===== src/pkg/acr_pkg.sv =====
/*
 Shared constants for the converter result store and shared-pin control.
 Assumes a byte-wide peripheral bus with a small register index decode.
*/
package acr_pkg;
    localparam int RESULT_COUNT = 4;
    localparam int PIN_COUNT    = 8;

    // Register indices on the peripheral bus (byte registers)
    localparam logic [3:0] OFF_RESULT_0   = 4'h0;
    localparam logic [3:0] OFF_RESULT_1   = 4'h1;
    localparam logic [3:0] OFF_RESULT_2   = 4'h2;
    localparam logic [3:0] OFF_RESULT_3   = 4'h3;
    localparam logic [3:0] OFF_STATUS     = 4'h4;
    localparam logic [3:0] OFF_CONTROL_1  = 4'h5;
    localparam logic [3:0] OFF_CONTROL_3  = 4'h6;
    localparam logic [3:0] OFF_PIN_SELECT = 4'h7;
    localparam logic [3:0] OFF_PORT_DATA  = 4'h8;

    // Control 1 fields
    localparam int CTL1_ENABLE_BIT = 0;
    localparam int CTL1_REFSEL_BIT = 1;
    localparam int CTL1_IRQEN_BIT  = 2;
    localparam logic [7:0] CTL1_WRITE_MASK = 8'h07;

    // Control 3 fields
    localparam int CTL3_DELAY_LSB = 3;
    localparam logic [7:0] CTL3_WRITE_MASK = 8'h3f;

    // Status fields
    localparam int STAT_EOC_BIT  = 0;
    localparam int STAT_BUSY_BIT = 1;
    localparam int STAT_OVF_BIT  = 2;

    // Reset values
    localparam logic [7:0] CTL1_RESET      = 8'h00;
    localparam logic [7:0] CTL3_RESET      = 8'h00;
    localparam logic [7:0] PIN_SEL_RESET   = 8'h00;
    localparam logic [7:0] READ_UNMAPPED   = 8'h00;
endpackage


===== src/design/acr_result_store.sv =====
/*
 Four result bytes, filled in order by the converter core.
 Assumes the core presents one result per write pulse; no reset touches
 the storage so cold power-up leaves it undefined and warm reset keeps it.
*/
`timescale 1ns/10ps
module acr_result_store (
    // Clock
    input  wire logic       clock,
    // Write side
    input  wire logic       wr_en,
    input  wire logic [1:0] wr_slot,
    input  wire logic [7:0] wr_data,
    // Read side
    input  wire logic [1:0] rd_slot,
    output logic      [7:0] rd_data
);
    logic [7:0] mem [0:acr_pkg::RESULT_COUNT-1];

    // Storage without reset, read with no side effect
    always_ff @(posedge clock) begin
        if (wr_en) begin
            mem[wr_slot] <= wr_data;
        end
    end

    assign rd_data = mem[rd_slot];
endmodule


===== src/design/acr_top.sv =====
/*
 Converter result registers and shared analog/digital pin control.
 Assumes the converter core runs the sequencing and reports results,
 completion, buffer-full, busy and overflow; bus accesses are one cycle.
 Result bytes carry no reset, so neither reset disturbs them.
*/
// What this block does
// - Four read-only result bytes, filled first to fourth in order.
// - Results count as valid only once end-of-conversion is set.
// - Cold reset leaves result bytes undefined.
// - Warm pin reset leaves result bytes unchanged.
// - Internal reference is off whenever the converter is disabled.
// - Each shared pin is digital or analog by its own select bit.
// - Digital input buffers blocked unless port is read, and in idle.
// - End-of-conversion sets on completion or full; raises enabled level interrupt.
// - Disabling terminates conversion and clears done, busy, overflow and the result slot.
`timescale 1ns/10ps
module acr_top (
    // Clock and reset
    input  wire logic       clock,
    input  wire logic       reset,
    // Peripheral bus
    input  wire logic [3:0] bus_addr,
    input  wire logic       bus_rd,
    input  wire logic       bus_wr,
    input  wire logic [7:0] bus_wdata,
    output logic      [7:0] bus_rdata,
    // Converter core
    input  wire logic       core_result_valid,
    input  wire logic [7:0] core_result,
    input  wire logic       core_done,
    input  wire logic       core_buffer_full,
    input  wire logic       core_busy,
    input  wire logic       core_overflow,
    output logic            core_abort,
    output logic      [2:0] sample_delay_sel,
    // Chip state and pins
    input  wire logic       idle_mode,
    input  wire logic [7:0] digital_port_inputs,
    output logic      [7:0] analog_inputs_select,
    output logic      [7:0] input_buffer_enable,
    output logic            internal_ref_on,
    output logic            irq
);
    logic [7:0] ctl1_reg, ctl1_next;
    logic [7:0] ctl3_reg, ctl3_next;
    logic [7:0] pinsel_reg, pinsel_next;
    logic       eoc_reg, eoc_next;
    logic       busy_reg, busy_next;
    logic       ovf_reg, ovf_next;
    logic [1:0] slot_reg, slot_next;
    logic [7:0] rdata_reg, rdata_next;
    logic       abort_reg, abort_next;
    logic       ref_reg, ref_next;
    logic       irq_reg, irq_next;
    logic [7:0] bufen_reg, bufen_next;
    logic [7:0] pin_s1_reg, pin_s2_reg;
    logic [7:0] pin_s1_next, pin_s2_next;
    logic [7:0] res_rdata;
    logic       enable_now;

    function automatic logic hit(input logic [3:0] a, input logic [3:0] off);
        return a == off;
    endfunction

    // Analog-selected pins read back as zero on the port
    function automatic logic [7:0] port_view(input logic [7:0] pins, input logic [7:0] sel);
        return pins & ~sel;
    endfunction

    acr_result_store u_store (
        .clock   (clock),
        .wr_en   (core_result_valid & ctl1_reg[acr_pkg::CTL1_ENABLE_BIT]),
        .wr_slot (slot_reg),
        .wr_data (core_result),
        .rd_slot (bus_addr[1:0]),
        .rd_data (res_rdata)
    );

    // Pin synchroniser: logic reads only the second stage
    always_comb begin
        pin_s1_next = digital_port_inputs;
        pin_s2_next = pin_s1_reg;
    end

    always_ff @(posedge clock) begin
        if (reset) begin
            pin_s1_reg <= 8'h00;
            pin_s2_reg <= 8'h00;
        end else begin
            pin_s1_reg <= pin_s1_next;
            pin_s2_reg <= pin_s2_next;
        end
    end

    // Control registers keep only their writable bits
    always_comb begin
        ctl1_next   = ctl1_reg;
        ctl3_next   = ctl3_reg;
        pinsel_next = pinsel_reg;
        if (bus_wr && hit(bus_addr, acr_pkg::OFF_CONTROL_1)) begin
            ctl1_next = bus_wdata & acr_pkg::CTL1_WRITE_MASK;
        end
        if (bus_wr && hit(bus_addr, acr_pkg::OFF_CONTROL_3)) begin
            ctl3_next = bus_wdata & acr_pkg::CTL3_WRITE_MASK;
        end
        if (bus_wr && hit(bus_addr, acr_pkg::OFF_PIN_SELECT)) begin
            pinsel_next = bus_wdata;
        end
        enable_now  = ctl1_next[acr_pkg::CTL1_ENABLE_BIT];
    end

    always_ff @(posedge clock) begin
        if (reset) begin
            ctl1_reg   <= acr_pkg::CTL1_RESET;
            ctl3_reg   <= acr_pkg::CTL3_RESET;
            pinsel_reg <= acr_pkg::PIN_SEL_RESET;
        end else begin
            ctl1_reg   <= ctl1_next;
            ctl3_reg   <= ctl3_next;
            pinsel_reg <= pinsel_next;
        end
    end

    // Converter state; a disable beats a same-cycle completion
    always_comb begin
        eoc_next   = eoc_reg;
        busy_next  = core_busy;
        ovf_next   = ovf_reg | core_overflow;
        slot_next  = slot_reg;
        abort_next = 1'b0;
        // Results fill in order, wrapping after the fourth
        if (core_result_valid && ctl1_reg[acr_pkg::CTL1_ENABLE_BIT]) begin
            slot_next = slot_reg + 2'd1;
        end
        if (core_done || core_buffer_full) begin
            eoc_next = 1'b1;
        end
        if (!enable_now) begin
            eoc_next   = 1'b0;
            busy_next  = 1'b0;
            ovf_next   = 1'b0;
            slot_next  = 2'd0;
            abort_next = 1'b1;
        end
        ref_next = enable_now & ctl1_next[acr_pkg::CTL1_REFSEL_BIT];
        irq_next = eoc_next & ctl1_next[acr_pkg::CTL1_IRQEN_BIT];
    end

    always_ff @(posedge clock) begin
        if (reset) begin
            eoc_reg   <= 1'b0;
            busy_reg  <= 1'b0;
            ovf_reg   <= 1'b0;
            slot_reg  <= 2'd0;
            abort_reg <= 1'b1;
            ref_reg   <= 1'b0;
            irq_reg   <= 1'b0;
        end else begin
            eoc_reg   <= eoc_next;
            busy_reg  <= busy_next;
            ovf_reg   <= ovf_next;
            slot_reg  <= slot_next;
            abort_reg <= abort_next;
            ref_reg   <= ref_next;
            irq_reg   <= irq_next;
        end
    end

    // Read data stands for one cycle, zero when no read
    always_comb begin
        rdata_next = acr_pkg::READ_UNMAPPED;
        if (bus_rd) begin
            unique case (bus_addr)
                acr_pkg::OFF_RESULT_0,
                acr_pkg::OFF_RESULT_1,
                acr_pkg::OFF_RESULT_2,
                acr_pkg::OFF_RESULT_3:   rdata_next = res_rdata;
                acr_pkg::OFF_STATUS:     rdata_next = {5'h00, ovf_reg, busy_reg, eoc_reg};
                acr_pkg::OFF_CONTROL_1:  rdata_next = ctl1_reg;
                acr_pkg::OFF_CONTROL_3:  rdata_next = ctl3_reg;
                acr_pkg::OFF_PIN_SELECT: rdata_next = pinsel_reg;
                acr_pkg::OFF_PORT_DATA:  rdata_next = port_view(pin_s2_reg, pinsel_reg);
                default:                 rdata_next = acr_pkg::READ_UNMAPPED;
            endcase
        end
    end

    always_ff @(posedge clock) begin
        if (reset) begin
            rdata_reg <= 8'h00;
        end else begin
            rdata_reg <= rdata_next;
        end
    end

    // Buffers open only after a port read outside idle, on digital pins
    always_comb begin
        bufen_next = 8'h00;
        if (bus_rd && hit(bus_addr, acr_pkg::OFF_PORT_DATA) && !idle_mode) begin
            bufen_next = ~pinsel_reg;
        end
    end

    always_ff @(posedge clock) begin
        if (reset) begin
            bufen_reg <= 8'h00;
        end else begin
            bufen_reg <= bufen_next;
        end
    end

    assign bus_rdata            = rdata_reg;
    assign core_abort           = abort_reg;
    assign sample_delay_sel     = ctl3_reg[acr_pkg::CTL3_DELAY_LSB +: 3];
    assign analog_inputs_select = pinsel_reg;
    assign input_buffer_enable  = bufen_reg;
    assign internal_ref_on      = ref_reg;
    assign irq                  = irq_reg;
endmodule


===== config.mk =====
export PLATFORM = sky130hd
export DESIGN_NAME = acr_top
export DESIGN_NICKNAME = d
export VERILOG_FILES = /design/src/pkg/acr_pkg.sv /design/src/design/acr_result_store.sv /design/src/design/acr_top.sv
export SDC_FILE = /design/constraint.sdc
export NUM_CORES = 1
export LEC_CHECK = 0
export ABC_CLOCK_PERIOD_IN_PS = 2300
export BUFFER_PORTS_ARGS = -buffer_cell sky130_fd_sc_hd__buf_2
export CAP_MARGIN = 20
export CELL_PAD_IN_SITES_DETAIL_PLACEMENT = 1
export CELL_PAD_IN_SITES_GLOBAL_PLACEMENT = 2
export CORE_MARGIN = 1.5
export CORE_UTILIZATION = 35
export DETAILED_ROUTE_END_ITERATION = 10
export PLACE_DENSITY_LB_ADDON = 0.1
export SLEW_MARGIN = 20
export SYNTH_ARGS = -nofsm -noshare
export SYNTH_HDL_FRONTEND = slang
export SYNTH_HIERARCHICAL = 1
export SYNTH_SLANG_ARGS = --single-unit

===== constraint.sdc =====
create_clock -name clock -period 2.3 [get_ports clock]
set_clock_uncertainty 0.05 [all_clocks]
set_input_delay 0.345 -clock clock [delete_from_list [all_inputs] [get_ports clock]]
set_output_delay 0.345 -clock clock [all_outputs]
set_load 0.05 [all_outputs]

### Word level (Yosys, flattened, before mapping)

Memory sizes are Yosys's and may differ from the RTL's.
Index checks and enable logic that the tools add are counted.

* $add $sub $neg: 1
* reductions and logical operators: 13
* multiplexer cells: 7
* bitwise gates (word level): 9
* equal/unequal tests: 8

Operator list (count)
* 8-bit case mux with 6 select lines: 1
* 4-bit by 3-bit equality test with 1-bit output (second input constant): 4
* 8-bit AND: 1
* 4-bit by 2-bit equality test with 1-bit output (second input constant): 2
* 8-bit NOT: 1
* 1-bit logical AND: 6
* 2-bit OR reduction: 3
* 1-bit 2-to-1 mux: 5
* 4-bit by 1-bit equality test with 1-bit output (second input constant): 1
* 4-bit equality test (second input constant): 1
* 4-bit zero test: 1
* 4-bit OR reduction: 1
* 1-bit AND: 3
* 3-bit 2-to-1 mux: 1
* 1-bit NOT: 3
* 2-bit by 1-bit adder with 2-bit output (second input constant): 1
* 1-bit zero test: 1
* 1-bit logical OR: 1
* 1-bit bitwise OR: 1

* output and inout port bits: 30
* word-level logic and storage cells: 53
* memories kept: 1
* RAM bits: 32
* flip-flop bits (word level): 57
* bits of input ports: 38

Memories
* u_store.mem: depth 4, width 8, read ports 1, clocked after memory_dff 0, wr ports 1, RTL line acr_result_store.sv:18 `logic [7:0] mem [0:acr_pkg::RESULT_COUNT-1];`

### Longest topological paths before layout

* depth in word-level cells: 5
* gate-level depth with buffers: 6
* depth with buffers taken out: 4

### Modules after synthesis

Netlist, hierarchy kept.

By module, submodules not included
* acr_top: area each 2105.8 um^2, times used 1, seq. area each 1141.1 um^2, cells each 218
* acr_result_store: area each 1188.6 um^2, times used 1, seq. area each 960.9 um^2, cells each 46

### Least setup slack after synthesis

No wires, ideal clock.

* kind: reg2reg
* from: register ctl1_reg[0]
* to: memory u_store.mem[0][0] (enable)
* setup time: 385 ps
* path buffers: 0
* data arrival time: 1275 ps
* data required time: 1865 ps
* slack: 590 ps
* cell stages (with the launch flop): 3
* cells stage by stage: dfxtp_1 > and2_1 > nor3b_1

* cells in the longest elaborated chain, start to end: 3

Ends and longest elaborated chain
* start, declared: RTL line acr_top.sv:45 `logic [7:0] ctl1_reg, ctl1_next;`
* start signal, assigned: RTL line acr_top.sv:115 `ctl1_reg <= acr_pkg::CTL1_RESET;`
* start signal, assigned: RTL line acr_top.sv:119 `ctl1_reg <= ctl1_next;`
* 1-bit AND: RTL line acr_top.sv:73 `.wr_en (core_result_valid & ctl1_reg[acr_pkg::CTL1_ENABLE_BIT]),`
* 1-bit 2-to-1 mux: RTL line acr_result_store.sv:22 `if (wr_en) begin`
* 1-bit 2-to-1 mux (not written as such): RTL line acr_result_store.sv:23 `mem[wr_slot] <= wr_data;`
* end, declared: RTL line acr_result_store.sv:18

No other way between the ends.

### Final worst setup path

* from: input port bus_addr[0]
* to: register rdata_reg[5], in the netlist bus_rdata[5]

* elaborated cells on any way between the ends: 12
* those cells by class: eq/ne (8); mux (1); reduce/logical (2); memory (1)

RTL lines
* start, declared: RTL line acr_top.sv:23 `input wire logic [3:0] bus_addr,`
* memory read 4 x 8 bit
* via res_rdata[5]: RTL line acr_top.sv:59 `logic [7:0] res_rdata;`
* 8-bit case mux with 6 select lines: RTL line acr_top.sv:174 `unique case (bus_addr)`
* end signal, assigned: RTL line acr_top.sv:193 `rdata_reg <= rdata_next;`
* end, declared: RTL line acr_top.sv:52 `logic [7:0] rdata_reg, rdata_next;`

The timed path passes the listed nets, and every way through them passes these cells.
A chain may end at the register's enable or synchronous reset.

==> impl_metrics.py <==
metrics = {
    "status": {
        "status": "finished, final reports clean",
    },
    "drt": {
        "drt_iter0_drc": 35,
        "first_pass_iters": 6,
        "vias_per_cell": 5.01,
        "wl_per_cell_um": 17.0,
        "route.detailed.drc": 0,
        "vias": 2213,
        "wirelength_um": 7500,
        "ant_nets": 0,
    },
    "final_layout": {
        "regArea_um2": 2100,
        "multi_input_area_um2": 1070,
        "antenna_cells": 0,
        "final_area_um2": 3910,
        "layout_commonest_cell": "buf_2",
        "regMostFlops": "u_store/mem",
        "largest_reg_flops": 32,
        "layout_common_cells": "buf_2, dfxtp_1, edfxtp_1",
        "drive_gt1_share_pct": 30.5,
        "final_nets": 364,
        "area_growth_pct": 18.7,
        "fin_util_pct": 42.5,
        "fill_cells": 1009,
    },
    "die": {
        "initial_core_util_pct": 35.8,
        "dieWidth_um": 100,
        "core-area_um2": 9200,
        "fp-row-count": 35,
        "dieArea_um2": 10000,
        "num_io_pins": 68,
        "die_height_um": 100,
    },
    "synthesis": {
        "ys_ff_latch": 89,
        "synth_cell_types": 40,
        "synthMuxAreaShare_pct": 7.67,
        "synth_edf_count": 32,
        "synthArstFlopShare_pct": 0,
        "yosys_warnings": 6,
        "synth_nets": 302,
        "yosys.area_share.adder_pct": 0,
        "ys.flop_type": "dfxtp_1",
        "synth_compound_area_share_pct": 6.76,
        "yosys.area_share.simple_pct": 17.7,
        "synth_top_family_by_area": "simple AND/OR/NAND/NOR gates",
        "synth_xor_area_share_pct": 0.532,
        "synth_seq_area_share_pct": 63.8,
        "synthCells": 264,
        "syn_avg_cell_area_um2": 12.5,
        "synth_area_um2": 3290,
    },
    "critical_path": {
        "critPathRequiredTime_ns": 2.47,
        "worstPathArrival_ns": 1.74,
        "end_kind": "flip-flop",
        "path_class": "input pin to flip-flop",
        "worstSetupStartpointType": "input pin",
        "critPathMaxStageDelay_ns": 0.57,
        "r2r-start": "ctl1_reg[0]",
        "slowest_stage": "mux4_2",
        "path_cells": "buf_2 -> mux4_2 -> a22oi_1 -> a31oi_1",
        "r2r_cells": 2,
        "worstPathMaxFanout": 19,
        "crit_start": "bus_addr[0]",
    },
    "sta": {
        "grt_setup_unrepaired": "no",
        "fin_ws_ns": 0.737,
        "hold_viol": 0,
        "setup_viol_count_final": 0,
        "max_freq_mhz": 640,
        "fin_crit_ns": 1.56,
        "max_slew.worst_pin.slew_ns": 0.595,
        "fin_crit_sh_pct": 67.9,
        "finalSetupTns_ns": 0,
        "slew_violations": 0,
        "relSlewSlack_pct": 60.2,
    },
    "global_routing": {
        "grt_pass1_wl_um": 11900,
        "track_usage_pct": 16.0,
        "grt_max_degree": 24,
        "antenna_found_initial": 0,
        "grt_overflow": 0,
        "grt_pass1_vias": 2203,
    },
    "hold_path": {
        "hold_start": "digital_port_inputs[0]",
        "hold_path_depth": 2,
        "hold_class": "input pin to flip-flop",
    },
    "placement": {
        "dp_hpwl_um": 5390,
        "placed_area_um2": 3680,
        "gp_congestion": 0.739,
        "dp_slack_ns": 0.346,
        "io_buffers": 67,
    },
    "clocking": {
        "clockRootBuffer": "clkbuf_8",
        "clk-insertion-delay-late_ns": 0.35,
        "post_cts_resized": 0,
        "clkTransAtPathRegs_ns": 0.08,
        "htree_num_levels": 3,
        "post_cts.repair.setup_buffers": 0,
        "ctsHoldBuffers": 0,
        "cts.sinks": 89,
        "cts_made_buffers": 9,
        "cts_max_path_buffers": 2,
        "cts_tree": "yes",
    },
    "power_and_ir_drop": {
        "cellPowerDensity_nw_per_um2": 765,
        "p_leak_nw": 1.50,
        "peakVddDrop_uv": 314,
        "power_mw": 2.99,
    },
    "flow_run": {
        "cap_violations": 0,
    },
}
## critical path: cells and delay by family
family | cells | cell delay [ns]
compound gates | 2 | 0.41
buf+inv | 1 | 0.41
mux | 1 | 0.57
## area by class of cell
type / instances / share of cell area (%)
Sequential cell: 89 / 53.8
Multi-Input combinational cell: 153 / 27.5
Timing Repair Buffer: 70 / 9.15
Clock buffer: 13 / 4.61
Tap cell: 111 / 3.55
Clock inverter: 3 / 1.15
Inverter: 3 / 0.288
## cells by family after synthesis
kind of cell	Yosys count
simple gates	100
mux	14
xor+xnor	2
compound gates	37
flops	89
buf+inv	22
## Yosys cell counts (2+ instances only)
library cell | n | area share (%)
a21o_1 | 3 | 0.68
a21oi_1 | 19 | 2.9
a22oi_1 | 5 | 1.1
a31oi_1 | 3 | 0.57
a32oi_1 | 3 | 0.80
and3b_1 | 2 | 0.53
buf_2 | 6 | 0.91
buf_4 | 5 | 1.1
clkbuf_1 | 6 | 0.68
dfxtp_1 | 57 | 35
edfxtp_1 | 32 | 29
inv_1 | 3 | 0.34
mux2i_1 | 5 | 1.5
mux4_2 | 8 | 5.5
nand2_1 | 20 | 2.3
nand2b_1 | 3 | 0.57
nand3_1 | 20 | 3.0
nand3b_1 | 6 | 1.4
nor2_1 | 13 | 1.5
nor2b_1 | 16 | 3.0
nor3_1 | 6 | 0.91
nor3b_1 | 3 | 0.68
o21ai_0 | 3 | 0.46
## metal layers
metal  global-route usage, %  vias up  routed length, um  share of wire (%)
li1                        -     1071                  -                  -
met1                    20.7     1082               3360                 45
met2                    26.0       47               3700                 49
met3                    3.41       13                283                3.8
met4                    7.15        0                159                2.1
met5                       0        -                  0                  0
## final timing paths
check	to	slack, ns
worst max-delay path	bus_rdata[5]	0.74
worst min-delay path	pin_s1_reg[0]	0.15
worst max register to register	u_store/mem[1][6]	0.78
worst min register to register	pin_s2_reg[5]	0.40
## report_power, final
part	total, mW	internal, mW	switching (mW)
clock network	1.16	0.631	0.534
registers	1.66	1.65	0.00840
logic	0.170	0.0654	0.105
total	2.99	2.34	0.647
## metrics by stage
stage / hold slack (ns) / std cells
floorplan: 0.364 / 264
global placement: 0.370 / 426
detailed placement: 0.381 / 426
CTS: 0.132 / 442
global route: 0.131 / 442
finish: 0.154 / 442
No activity file was read; power rests on OpenSTA's default activity.
